==> src/hdl/bdm_pkg.sv <==
// Package of constants and types for the banked data memory block
package bdm_pkg;
	localparam int BDM_DW = 8;
	localparam int BDM_AW = 8;
	localparam logic [7:0] BDM_OFF_PORT0 = 8'h00;
	localparam logic [7:0] BDM_OFF_PTR0 = 8'h01;
	localparam logic [7:0] BDM_OFF_PORT1 = 8'h02;
	localparam logic [7:0] BDM_OFF_PTR1 = 8'h03;
	localparam logic [7:0] BDM_OFF_BANK = 8'h04;
	localparam logic [7:0] BDM_OFF_WORK = 8'h05;
	localparam logic [7:0] BDM_OFF_NVMC = 8'h40;
	localparam logic [7:0] BDM_GP_BASE = 8'h80;
	localparam logic [7:0] BDM_SFR_LIMIT = 8'h53;
	localparam int BDM_BANK_BIT = 0;
	localparam logic [7:0] BDM_ZERO = 8'h00;
	localparam logic BDM_BANK_RST = 1'b0;
	localparam logic [7:0] BDM_PTR_RST = 8'h00;
	localparam int BDM_GP_WORDS = 256;

	// One access request from the core
	typedef struct packed {
		logic rd;
		logic wr;
		logic [7:0] addr;
		logic [7:0] wdata;
	} bdm_req_t;

	// Where a resolved address lands
	typedef enum logic [1:0] {BDM_TGT_NONE, BDM_TGT_LOCAL, BDM_TGT_PERIPH, BDM_TGT_GP} bdm_tgt_t;
endpackage

==> src/hdl/bdm_data_memory.sv <==
// Banked data memory with pointer based indirect access
`timescale 1ns/100ps
`default_nettype none

////////////////////////////////////////////////////////////////////////////////
// Functional notes
// - Every data memory location holds one eight bit byte.
// - Two banks each hold general purpose bytes 80H to FFH.
// - Special locations shared by banks; control at 40H only in bank 1.
// - Address space starts at 00H with special registers lowest.
// - Unused special locations read as zero.
// - General purpose bytes are readable and writable.
// - Indirect ports redirect to the address held in their pointer.
// - Port zero reaches bank 0 only; port one follows bank select.
// - A pointer naming an indirect port reads 00H and writes nothing.
// - Both pointers are real readable and writable registers.
// - Direct addressing always reaches bank 0.
// - Bank pointer bit 0 selects the bank.
// - Bank pointer bits 7 to 1 read as zero.
// - Reset clears bank select except watchdog reset in power down.
// - No register to register move; data passes the working register.
module bdm_data_memory
	import bdm_pkg::*;
(
	input wire logic clk,
	input wire logic sys_rst,
	input wire logic clkEn,
	input wire bdm_req_t coreReq,
	input wire logic workLoad,
	input wire logic [7:0] workData,
	input wire logic wdtPdReset,
	output logic [7:0] coreRdata,
	output logic rdValid,
	output logic [7:0] workReg,
	output logic bankSel,
	output logic periphRd,
	output logic periphWr,
	output logic [7:0] periphAddr,
	output logic [7:0] periphWdata,
	input wire logic [7:0] periphRdata,
	output logic nvmCtrlRd,
	output logic nvmCtrlWr,
	output logic [7:0] nvmCtrlWdata,
	input wire logic [7:0] nvmCtrlRdata
);
	logic [7:0] ptrZero_reg, ptrZero_next;
	logic [7:0] ptrOne_reg, ptrOne_next;
	logic bank_reg, bank_next;
	logic [7:0] work_reg, work_next;
	logic [7:0] rdLocal_reg, rdLocal_next;
	logic [7:0] rdPeriph_reg, rdPeriph_next;
	bdm_tgt_t tgt_reg, tgt_next;
	logic rdValid_reg, rdValid_next;
	logic [7:0] effAddr;
	logic effBank;
	logic viaPort;
	logic [8:0] physAddr;
	bdm_tgt_t tgt;
	logic [7:0] gpRdata;
	logic gpWr;
	logic nvmHit;

	// Classify a local address; shared area below 80H except bank one control
	function automatic bdm_tgt_t decode(input logic [7:0] a, input logic bk, input logic ind);
		if (a >= BDM_GP_BASE) begin
			decode = BDM_TGT_GP;
		end else if (a == BDM_OFF_PORT0 || a == BDM_OFF_PORT1) begin
			decode = ind ? BDM_TGT_NONE : BDM_TGT_LOCAL;
		end else if (a <= BDM_OFF_WORK) begin
			decode = BDM_TGT_LOCAL;
		end else if (a == BDM_OFF_NVMC && bk) begin
			decode = BDM_TGT_LOCAL;
		end else if (a >= BDM_SFR_LIMIT) begin
			// Unused shared locations answer locally: read zero, ignore writes
			decode = BDM_TGT_LOCAL;
		end else begin
			decode = BDM_TGT_PERIPH;
		end
	endfunction

	////////////////////////////////////////////////////////////////////////////
	// Address resolution
	always_comb begin
		viaPort = 1'b0;
		effAddr = coreReq.addr;
		effBank = 1'b0;
		if (coreReq.addr == BDM_OFF_PORT0) begin
			viaPort = 1'b1;
			effAddr = ptrZero_reg;
			effBank = 1'b0;
		end else if (coreReq.addr == BDM_OFF_PORT1) begin
			viaPort = 1'b1;
			effAddr = ptrOne_reg;
			effBank = bank_reg;
		end
		physAddr = {effBank, effAddr};
		tgt = decode(effAddr, effBank, viaPort);
	end

	assign gpWr = coreReq.wr && tgt == BDM_TGT_GP;

	// The control register only answers in bank 1; in bank 0 40H is a shared register
	assign nvmHit = clkEn && tgt == BDM_TGT_LOCAL && effAddr == BDM_OFF_NVMC;

	// Peripheral pass through; strobes are gated so a frozen block changes nothing outside
	always_comb begin
		periphRd = clkEn && coreReq.rd && tgt == BDM_TGT_PERIPH;
		periphWr = clkEn && coreReq.wr && tgt == BDM_TGT_PERIPH;
		periphAddr = effAddr;
		periphWdata = coreReq.wdata;
		nvmCtrlRd = coreReq.rd && nvmHit;
		nvmCtrlWr = coreReq.wr && nvmHit;
		nvmCtrlWdata = coreReq.wdata;
	end

	////////////////////////////////////////////////////////////////////////////
	// Next state of pointers, bank, working register and read capture
	always_comb begin
		ptrZero_next = ptrZero_reg;
		ptrOne_next = ptrOne_reg;
		bank_next = bank_reg;
		work_next = work_reg;
		rdLocal_next = BDM_ZERO;
		rdPeriph_next = rdPeriph_reg;
		tgt_next = tgt;
		rdValid_next = coreReq.rd;
		if (coreReq.wr && tgt == BDM_TGT_LOCAL) begin
			unique case (effAddr)
				BDM_OFF_PTR0: ptrZero_next = coreReq.wdata;
				BDM_OFF_PTR1: ptrOne_next = coreReq.wdata;
				BDM_OFF_BANK: bank_next = coreReq.wdata[BDM_BANK_BIT];
				BDM_OFF_WORK: work_next = coreReq.wdata;
				default: ;
			endcase
		end
		// The only load path from results into storage is the working register
		if (workLoad) begin
			work_next = workData;
		end
		if (coreReq.rd && tgt == BDM_TGT_LOCAL) begin
			unique case (effAddr)
				BDM_OFF_PTR0: rdLocal_next = ptrZero_reg;
				BDM_OFF_PTR1: rdLocal_next = ptrOne_reg;
				BDM_OFF_BANK: rdLocal_next = {7'h00, bank_reg};
				BDM_OFF_WORK: rdLocal_next = work_reg;
				BDM_OFF_NVMC: rdLocal_next = nvmCtrlRdata;
				default: rdLocal_next = BDM_ZERO;
			endcase
		end
		if (coreReq.rd && tgt == BDM_TGT_PERIPH) begin
			rdPeriph_next = periphRdata;
		end
	end

	// Registers of pointers, working register and read capture
	always_ff @(posedge clk or posedge sys_rst) begin
		if (sys_rst) begin
			ptrZero_reg <= BDM_PTR_RST;
			ptrOne_reg <= BDM_PTR_RST;
			work_reg <= BDM_ZERO;
			rdLocal_reg <= BDM_ZERO;
			rdPeriph_reg <= BDM_ZERO;
			tgt_reg <= BDM_TGT_NONE;
			rdValid_reg <= 1'b0;
		end else if (clkEn) begin
			ptrZero_reg <= ptrZero_next;
			ptrOne_reg <= ptrOne_next;
			work_reg <= work_next;
			rdLocal_reg <= rdLocal_next;
			rdPeriph_reg <= rdPeriph_next;
			tgt_reg <= tgt_next;
			rdValid_reg <= rdValid_next;
		end
	end

	// Bank select has its own reset, masked while the reset is a power down watchdog one
	logic bankRst;
	assign bankRst = sys_rst & ~wdtPdReset;

	// Bank register; it takes no write for as long as any reset is applied
	always_ff @(posedge clk or posedge bankRst) begin
		if (bankRst) begin
			bank_reg <= BDM_BANK_RST;
		end else if (clkEn && !sys_rst) begin
			bank_reg <= bank_next;
		end
	end

	////////////////////////////////////////////////////////////////////////////
	// General purpose storage, 256 bytes over both banks
	bdm_gp_ram #(
		.WORDS(BDM_GP_WORDS),
		.AW(BDM_AW),
		.DW(BDM_DW)
	) u_ram (
		.clk(clk),
		.clkEn(clkEn),
		.wrEn(gpWr),
		.wrAddr({physAddr[8], physAddr[6:0]}),
		.wrData(coreReq.wdata),
		.rdAddr({physAddr[8], physAddr[6:0]}),
		.rdData(gpRdata)
	);

	// Read data one cycle after the request
	always_comb begin
		unique case (tgt_reg)
			BDM_TGT_GP: coreRdata = gpRdata;
			BDM_TGT_PERIPH: coreRdata = rdPeriph_reg;
			BDM_TGT_LOCAL: coreRdata = rdLocal_reg;
			BDM_TGT_NONE: coreRdata = BDM_ZERO;
		endcase
	end

	assign rdValid = rdValid_reg;
	assign workReg = work_reg;
	assign bankSel = bank_reg;

	////////////////////////////////////////////////////////////////////////////
	// Checks
	a_port_zero_bank: assert property (@(posedge clk) disable iff (sys_rst)
		coreReq.addr == BDM_OFF_PORT0 |-> !physAddr[8])
		else $error("port zero left bank 0");
	a_direct_bank0: assert property (@(posedge clk) disable iff (sys_rst)
		!viaPort |-> !physAddr[8])
		else $error("direct access reached bank 1");
	a_port_one_addr: assert property (@(posedge clk) disable iff (sys_rst)
		coreReq.addr == BDM_OFF_PORT1 |-> physAddr == {bank_reg, ptrOne_reg})
		else $error("port one address wrong");
	a_bank_write: assert property (@(posedge clk) disable iff (sys_rst)
		clkEn && coreReq.wr && coreReq.addr == BDM_OFF_BANK |=> bank_reg == $past(coreReq.wdata[0]))
		else $error("bank bit not written");
	a_bank_upper_zero: assert property (@(posedge clk) disable iff (sys_rst)
		clkEn && coreReq.rd && coreReq.addr == BDM_OFF_BANK |=> coreRdata[7:1] == 7'h00)
		else $error("bank upper bits not zero");
	a_self_point_rd: assert property (@(posedge clk) disable iff (sys_rst)
		clkEn && coreReq.rd && viaPort && effAddr <= BDM_OFF_PORT1 && effAddr != BDM_OFF_PTR0
		|=> coreRdata == BDM_ZERO)
		else $error("indirect self read not zero");
	a_unused_zero: assert property (@(posedge clk) disable iff (sys_rst)
		clkEn && coreReq.rd && tgt == BDM_TGT_LOCAL && effAddr > BDM_OFF_WORK
		&& effAddr != BDM_OFF_NVMC |=> coreRdata == BDM_ZERO)
		else $error("unused location not zero");
	a_nvm_bank_one: assert property (@(posedge clk) disable iff (sys_rst)
		nvmCtrlRd || nvmCtrlWr |-> physAddr == {1'b1, BDM_OFF_NVMC})
		else $error("control reached outside bank 1");
	a_ptr_write: assert property (@(posedge clk) disable iff (sys_rst)
		clkEn && coreReq.wr && coreReq.addr == BDM_OFF_PTR1 |=> ptrOne_reg == $past(coreReq.wdata))
		else $error("pointer one not written");
	a_port_no_store: assert property (@(posedge clk) disable iff (sys_rst)
		clkEn && coreReq.wr && coreReq.addr == BDM_OFF_PORT1 && ptrOne_reg == BDM_OFF_PTR0
		|=> ptrZero_reg == $past(coreReq.wdata))
		else $error("indirect write not redirected");
	a_work_load: assert property (@(posedge clk) disable iff (sys_rst)
		clkEn && workLoad |=> workReg == $past(workData))
		else $error("working register not loaded");

	// Bank bit across the two kinds of reset
	a_reset_bank: assert property (@(posedge clk)
		sys_rst && !wdtPdReset |-> bankSel == BDM_BANK_RST)
		else $error("bank select not cleared by reset");
	a_wdt_keep_bank: assert property (@(posedge clk)
		sys_rst && wdtPdReset |=> bankSel == $past(bankSel))
		else $error("bank select lost in power down watchdog reset");

	// Shared area decoding and the bank one control register
	a_periph_strobe: assert property (@(posedge clk) disable iff (sys_rst)
		clkEn && coreReq.rd && !viaPort && coreReq.addr > BDM_OFF_WORK
		&& coreReq.addr < BDM_SFR_LIMIT |-> periphRd && periphAddr == coreReq.addr)
		else $error("shared register read not passed on");
	a_nvm_decode: assert property (@(posedge clk) disable iff (sys_rst)
		clkEn && coreReq.rd && coreReq.addr == BDM_OFF_PORT1 && ptrOne_reg == BDM_OFF_NVMC
		&& bank_reg |-> nvmCtrlRd && !periphRd)
		else $error("control register not reached in bank 1");
	a_nvm_hidden: assert property (@(posedge clk) disable iff (sys_rst)
		clkEn && coreReq.rd && coreReq.addr == BDM_OFF_PORT1 && ptrOne_reg == BDM_OFF_NVMC
		&& !bank_reg |-> periphRd && !nvmCtrlRd)
		else $error("control register reached in bank 0");
	a_unused_no_write: assert property (@(posedge clk) disable iff (sys_rst)
		coreReq.wr && !viaPort && coreReq.addr >= BDM_SFR_LIMIT
		&& coreReq.addr < BDM_GP_BASE |-> !periphWr && !gpWr && !nvmCtrlWr)
		else $error("unused location accepted a write");

	// General purpose storage and read handshake
	a_gp_write: assert property (@(posedge clk) disable iff (sys_rst)
		clkEn && coreReq.wr && !viaPort && coreReq.addr >= BDM_GP_BASE |-> gpWr)
		else $error("general purpose write dropped");
	a_rd_valid: assert property (@(posedge clk) disable iff (sys_rst)
		clkEn && coreReq.rd |=> rdValid)
		else $error("read not answered");
	a_port_zero_write: assert property (@(posedge clk) disable iff (sys_rst)
		clkEn && coreReq.wr && coreReq.addr == BDM_OFF_PORT0
		&& ptrZero_reg >= BDM_GP_BASE |-> gpWr && !physAddr[8])
		else $error("port zero write not in bank 0");

	// Pointers, self pointing ports and the bank register read back
	a_self_point_wr: assert property (@(posedge clk) disable iff (sys_rst)
		coreReq.wr && viaPort && (effAddr == BDM_OFF_PORT0 || effAddr == BDM_OFF_PORT1)
		|-> !gpWr && !periphWr && !nvmCtrlWr)
		else $error("indirect self write did something");
	a_ptr0_write: assert property (@(posedge clk) disable iff (sys_rst)
		clkEn && coreReq.wr && coreReq.addr == BDM_OFF_PTR0
		|=> ptrZero_reg == $past(coreReq.wdata))
		else $error("pointer zero not written");
	a_bank_rd_value: assert property (@(posedge clk) disable iff (sys_rst)
		clkEn && coreReq.rd && coreReq.addr == BDM_OFF_BANK |=> coreRdata[0] == $past(bank_reg))
		else $error("bank bit read back wrong");
endmodule
`default_nettype wire

==> src/hdl/bdm_gp_ram.sv <==
// General purpose storage for both banks, registered read data
`timescale 1ns/100ps
`default_nettype none
module bdm_gp_ram #(
	parameter int WORDS = 256,
	parameter int AW = 8,
	parameter int DW = 8
) (
	input wire logic clk,
	input wire logic clkEn,
	input wire logic wrEn,
	input wire logic [AW-1:0] wrAddr,
	input wire logic [DW-1:0] wrData,
	input wire logic [AW-1:0] rdAddr,
	output logic [DW-1:0] rdData
);
	logic [DW-1:0] mem [WORDS];

	// Write port and registered read port
	always_ff @(posedge clk) begin
		if (clkEn) begin
			if (wrEn) begin
				mem[wrAddr] <= wrData;
			end
			rdData <= mem[rdAddr];
		end
	end
endmodule
`default_nettype wire

==> config.mk <==
export PLATFORM = sky130hd
export DESIGN_NAME = bdm_data_memory
export DESIGN_NICKNAME = d
export VERILOG_FILES = /design/src/hdl/bdm_pkg.sv /design/src/hdl/bdm_data_memory.sv /design/src/hdl/bdm_gp_ram.sv
export SDC_FILE = /design/constraint.sdc
export NUM_CORES = 2
export LEC_CHECK = 0
export BUFFER_PORTS_ARGS = -buffer_cell sky130_fd_sc_hd__buf_2
export CAP_MARGIN = 0
export CORE_MARGIN = 2
export CORE_UTILIZATION = 59
export CTS_CLUSTER_DIAMETER = 100
export DETAILED_ROUTE_END_ITERATION = 8
export PLACE_DENSITY_LB_ADDON = 0.25
export REMOVE_ABC_BUFFERS = 1
export SLEW_MARGIN = 0
export SYNTH_ARGS = -nofsm -noshare
export SYNTH_HDL_FRONTEND = slang
export SYNTH_SLANG_ARGS = --single-unit
==> constraint.sdc <==
create_clock -name clk -period 10.3 [get_ports clk]
set_clock_uncertainty 0.15 [all_clocks]
set_input_delay 2.06 -clock clk [delete_from_list [all_inputs] [get_ports clk]]
set_output_delay 2.06 -clock clk [all_outputs]
set_load 0.02 [all_outputs]
; ---- Word level (Yosys, flattened, before mapping)
; Memory sizes are Yosys's and may differ from the RTL's. A register that Yosys moved wholly into a read port is not among the register bits.
; Index checks and enable logic that the tools add are counted.
[op_classes]
n_bitwise = 2
n_mux = 21
n_eq_ne = 13
n_reduce_logical = 26
order_cmp = 3
[op_table]
columns = op, count
row1 = two-way mux 8 bit, 6
row2 = case mux 8 bit (5 select lines), 1
row3 = case mux 8 bit (4 select lines), 1
row4 = equality test 8 x 2 -> 1 bit (second input constant), 3
row5 = equality test 8 x 3 -> 1 bit (second input constant), 2
row6 = zero test 8 bit, 2
row7 = logical AND 1 bit, 14
row8 = AND reduction 3 bit, 4
row9 = two-way mux 2 bit, 5
row10 = equality test 2 bit (second input constant), 4
row11 = equality test 8 x 1 -> 1 bit (second input constant), 1
row12 = equality test 8 x 7 -> 1 bit (second input constant), 1
row13 = greater-or-equal comparator 8 x 7 -> 1 bit (second input constant), 1
row14 = greater-or-equal comparator 8 bit (second input constant), 1
row15 = <= comparator 8 x 3 -> 1 bit (second input constant), 1
row16 = two-way mux 1 bit, 8
row17 = equality test 2 x 1 -> 1 bit (second input constant), 2
row18 = nonzero test 2 bit, 2
row19 = zero test 2 bit, 1
row20 = AND reduction 2 bit, 1
row21 = bitwise AND 1 bit, 1
row22 = zero test 1 bit, 1
row23 = logical OR 1 bit, 1
row24 = NOT 1 bit, 1
[word_totals]
ff_bits = 44
ram_bits = 2048
mem_count = 1
input_bits = 47
wordCells = 74
[mem_list]
columns = name, words, width, rd, rd_clocked_by_memory_dff, write_ports, line_no
row1 = u_ram.mem, 256, 8, 1, 1, 1, bdm_gp_ram.sv:17  ; logic [DW-1:0] mem [WORDS];

; ---- Longest topological paths before layout
[logic_depth]
ltp_word = 14
ltp_mapped = 17
ltp_nobuf = 10

; ---- Hierarchy
; From an unflattened synthesis, not the netlist that was laid out.
[hier_totals]
cells_unflattened = 4043
hier_area_um2 = 82794.4
[by_module_without_submodules]
columns = module, area_each_um2, cells_each, n_inst, seq_area_each_um2
row1 = bdm_gp_ram, 79945.4, 3762, 1, 61739.2
row2 = bdm_data_memory, 2849.0, 281, 1, 1101.1

; ---- Worst setup path after synthesis
; No wires, ideal clock.
[synth_timing]
path_kind = input to output
startpoint = input coreReq[10] (netlist name)
endpoint = output periphRd
path_buffers = 3
arrival_time_ns = 4.585
t_required_ns = 8.090
cell_stages = 11
path_slack_ns = 3.505
path_cell_list = clkbuf_1 -> nor4_1 -> a31oi_1 -> or2_2 -> buf_2 -> inv_1 -> nor3_1 -> a21o_1 -> a221oi_1 -> and3_1 -> buf_2
[synth_via]
elab_chain_cells = 11
word_cells_on_any_way = 24
cone_classes = 3 x order compare / 4 x eq/ne / 12 x mux / 5 x reduce/logical
[synth_lines]
columns = item, line_no
row1 = start: declaration, bdm_data_memory.sv:28  ; input wire bdm_req_t coreReq,
row2 = equality test 8 x 2 -> 1 bit, bdm_data_memory.sv:91  ; end else if (coreReq.addr == BDM_OFF_PORT1) begin
row3 = two-way mux 8 bit, bdm_data_memory.sv:91
row4 = two-way mux 8 bit (*), bdm_data_memory.sv:87  ; if (coreReq.addr == BDM_OFF_PORT0) begin
row5 = via periphAddr[6], bdm_data_memory.sv:38  ; output logic [7:0] periphAddr,
row6 = greater-or-equal comparator 8 x 7 -> 1 bit or equality test 8 x 7 -> 1 bit (tied branches), "bdm_data_memory.sv:73, bdm_data_memory.sv:71"
row7 = two-way mux 2 bit or logical AND 1 bit (tied branches), "bdm_data_memory.sv:73, bdm_data_memory.sv:71"
row8 = two-way mux 2 bit, bdm_data_memory.sv:71  ; end else if (a == BDM_OFF_NVMC && bk) begin
row9 = two-way mux 2 bit, bdm_data_memory.sv:69  ; end else if (a <= BDM_OFF_WORK) begin
row10 = two-way mux 2 bit, bdm_data_memory.sv:67  ; end else if (a == BDM_OFF_PORT0 || a == BDM_OFF_PORT1) begin
row11 = two-way mux 2 bit (*), bdm_data_memory.sv:65  ; if (a >= BDM_GP_BASE) begin
row12 = equality test 2 bit (*), bdm_data_memory.sv:107  ; periphRd = clkEn && coreReq.rd && tgt == BDM_TGT_PERIPH;
row13 = logical AND 1 bit (*), bdm_data_memory.sv:107
row14 = end: declaration, bdm_data_memory.sv:36  ; output logic periphRd,
; The timed path passes the listed nets; every way through them passes the cells marked *.

; ---- Final worst setup path
[layout_timing]
startpoint = input coreReq[12] (netlist name)
endpoint = output periphRd
[layout_via]
elab_chain_cells = 11
word_cells_on_any_way = 24
cone_classes = 3 x order compare / 4 x eq/ne / 12 x mux / 5 x reduce/logical
[layout_lines]
columns = item, line_no
row1 = equality test 8 x 2 -> 1 bit, bdm_data_memory.sv:91
row2 = two-way mux 8 bit, bdm_data_memory.sv:91
row3 = two-way mux 8 bit, bdm_data_memory.sv:87
row4 = greater-or-equal comparator 8 x 7 -> 1 bit or equality test 8 x 7 -> 1 bit (tied branches), "bdm_data_memory.sv:73, bdm_data_memory.sv:71"
row5 = two-way mux 2 bit or logical AND 1 bit (tied branches), "bdm_data_memory.sv:73, bdm_data_memory.sv:71"
row6 = two-way mux 2 bit, bdm_data_memory.sv:71
row7 = two-way mux 2 bit, bdm_data_memory.sv:69
row8 = two-way mux 2 bit, bdm_data_memory.sv:67
row9 = two-way mux 2 bit (*), bdm_data_memory.sv:65
row10 = equality test 2 bit (*), bdm_data_memory.sv:107
row11 = logical AND 1 bit (*), bdm_data_memory.sv:107
; Every way passes the cells marked *; elsewhere a longest branch is shown, timed or not.

==> results.txt <==
* Status: finished with violations
- The final reports fail on max-capacitance violations, max-slew violations.
- Measured on the finished design, the core utilization comes to 65.9%.
* Flip-flop and latch area: 62800 um^2
- Buffers inserted during clock tree synthesis total 200.
* Kind of cell adding the most delay to the critical path: simple AND/OR/NAND/NOR gates
- Seq/Total Area, Yosys: 75.6%
* Post-synthesis cell type count: 67
* Main flop type after synthesis: edfxtp_1
- Total number of yosys warnings: 0
* Die height: 379 um
- Detailed routing inserted a total of 51367 vias.
- Root Buffer Master: clkbuf_16
* Initial antenna violation count: 26
- For this run, design rule violations remaining after detail routing come to 0.
- Critical path cell sequence: buf_2 -> nor4_2 -> a31oi_1 -> nor2_4 -> buf_12 -> nor2_1 -> nor2_1 -> o31ai_1 -> a221oi_1 -> and3_1 -> buf_2
- RD Place Congestion: 0.996
- Number of nets at the end of the flow: 5277
* # setup viols final: 0
- The worst hold path belongs to the class reg2reg.
- The total overflow left after global routing is 0.
- Class of the most critical setup path: in2out
* DIE AREA: 144000 um^2
- Clock slew at reported path FFs: 60 ps
- For this run, the slowest stage of the critical path takes 800 ps.
- Clock period minus final worst setup slack: 8270 ps
* Max Slew Vio Count: 6
- Dividing total power by cell area gives a power density of 190 nW/um^2.
- Share of the clock period used by the worst path after layout: 80.3%
- In this run the deepest clock path goes through 3 buffers.
- TritonCTS clock tree: yes
- CP max stage cell: a221oi_1
* Worst Max-Slew Pin Slew: 1540 ps
- During I/O placement, the number of pins put on the boundary was 93.
* Category of the worst setup path launch point: input port
- Summed over all cells, the static leakage comes to 29.8 nW.
- Counting instances, the worst hold path has a depth of 1.
* Multi-input gate area in the final layout: 18800 um^2
- Entering global routing, the biggest net connects 131 pins.
- Via density per instance: 7.06
* WL per Instance: 36.1 um
* Depth of the worst register-to-register path: 12
- Once placement finished, the instance area stood at 85800 um^2.
* Crit end category: output port
- The cell area that synthesis handed to floorplanning was 83100 um^2.
- After clock tree synthesis, the setup repair step added 0 buffers.
- Clock network latency to the later pin of the worst-skew pair: 860 ps
* First drt pass iteration count: 9
- A synthesized cell averages 16.1 um^2.
- Input and output buffers added on the ports amount to 92.
- Crit path setup slack, layout: 2030 ps
* # resized after CTS: 0
- Number of max-cap violations: 2
* Buffer and inverter count on the worst path: 3
- Cell Rows: 137
- The synthesized design contains 2056 enable-type register cells.
- VDD sags by at most 151 uV.
* Overall fraction of global-route tracks in use: 36.6%
- Most common cell after layout, fill and taps aside: edfxtp_1
- Launching point of the worst reg2reg path: ptrOne_reg[1]
* Final hold vios: 0
- Synthesis produced 5151 cells.
- Top reg by flops: u_ram.mem
- Iter 0 DRT Violations: 9615
* Initial Utilization: 59.5%
- In the layout the commonest cells are edfxtp_1, nand2_1, nor2_1, a21oi_1, mux4_2.
- Static timing analysis puts the maximum clock frequency at 0.121 GHz.
- In this run the remaining antenna-violating nets after routing total 0.
- Largest fanout of any net on the critical path: 102
- After routing the design area is 92000 um^2.
* Placed wire-length estimate: 158 mm
- From synthesis to final layout, the design area changed by 10.7%.
* Cts hold-fix bufs: 0
- Largest register FFs: 2048
- Routed WL: 262 mm
- Horiz. Die Dim: 379 um
- The critical path runs through a total of 11 cells.
- After filler insertion, the fill cell instance count of the layout stands at 9328.
- Arrival time of the worst setup path: 6060 ps
- Total Negative Setup Slacks: 0 ps
- Before CTS, the worst setup slack after placement is 2100 ps.
- Register bit total from synthesis: 2100
* Core Box Area: 140000 um^2
- Fraction of layout cells with a size suffix above 1: 15.0%
- The tree built by TritonCTS fans out to 2100 sinks.
- Worst max-slew margin expressed relative to the limit: -2.94%
- In the synthesized netlist the async set-or-reset flop fraction comes to 2.10%.
- Htree depth: 4
- The worst hold path begins at rdPeriph_reg[4].
* Worst endpoint required time: 8090 ps
- The number of global-route vias before repair was 47624.
- The critical path starts at coreReq[12].
- Setup repair after global routing left no endpoint under its margin.
* Global-route wire length before repair: 363 mm
-- where the power goes --
part / switching [mW] / leakage, nW / internal (mW) / total (mW)
combinational: 0.732 / 7.73 / 0.260 / 0.992
sequential: 0.0278 / 19.0 / 9.40 / 9.43
clock: 3.23 / 3.04 / 3.85 / 7.08
total: 3.99 / 29.8 / 13.5 / 17.5
-- cell usage after synthesis (all sizes together), types with 44 or more instances --
cell type  instances  area [um^2]
clkbuf           169          634
a21oi            243         1220
a22oi             65          488
nor2             333         1250
mux4             223         5030
nand2            755         2830
nand4             53          332
mux2i            190         1900
o22ai             97          607
nand3            191          956
dfrtp             44         1100
and3              52          325
edfxtp          2056        61700
buf              184          985
-- metrics by stage --
step                      cells  total power, mW  hold WS (ps)
final                      7273             17.5           362
after global placement     6904             10.5           339
after floorplan            4798             10.3           331
after global routing       7267             17.8           365
after detailed placement   6904             10.6           345
after CTS                  7266             17.4           360
-- final cells by class --
class | instances | area share [%]
Antenna cell | 7 | 0.0190
Clock buffer | 236 | 5.61
Clock inverter | 126 | 1.16
Inverter | 22 | 0.110
Multi-Input combinational cell | 2676 | 20.4
Sequential cell | 2100 | 68.3
Tap cell | 1876 | 2.55
Timing Repair Buffer | 230 | 1.82
-- worst paths after layout --
path | slack, ps | end
max | 2030 | periphRd
min | 360 | rdPeriph_reg[4]
max reg2reg | 4370 | u_ram.rdData[2]
min reg2reg | 360 | rdPeriph_reg[4]
max in group asynchronous | 8350 | ptrOne_reg[4]
min in group asynchronous | 900 | bankSel
-- layer usage --
metal	wire, um	global-route usage (%)	up-vias
li1	-	-	20352
met1	90500	50.3	25692
met2	112000	51.2	4491
met3	41600	12.5	800
met4	17500	20.9	32
met5	358	0.995	-
-- kinds of logic (layout without fill, tap and decap cells) --
group	Yosys count	in the layout	synth area share, %
AO/OA/AOI/OAI	732	732	5.84
buffers and inverters	375	614	2.05
flip-flops	2100	2100	75.6
multiplexers	443	443	8.75
other	0	7	0
AND/OR/NAND/NOR	1501	1501	7.76
Power figures use the tool's default switching activity.
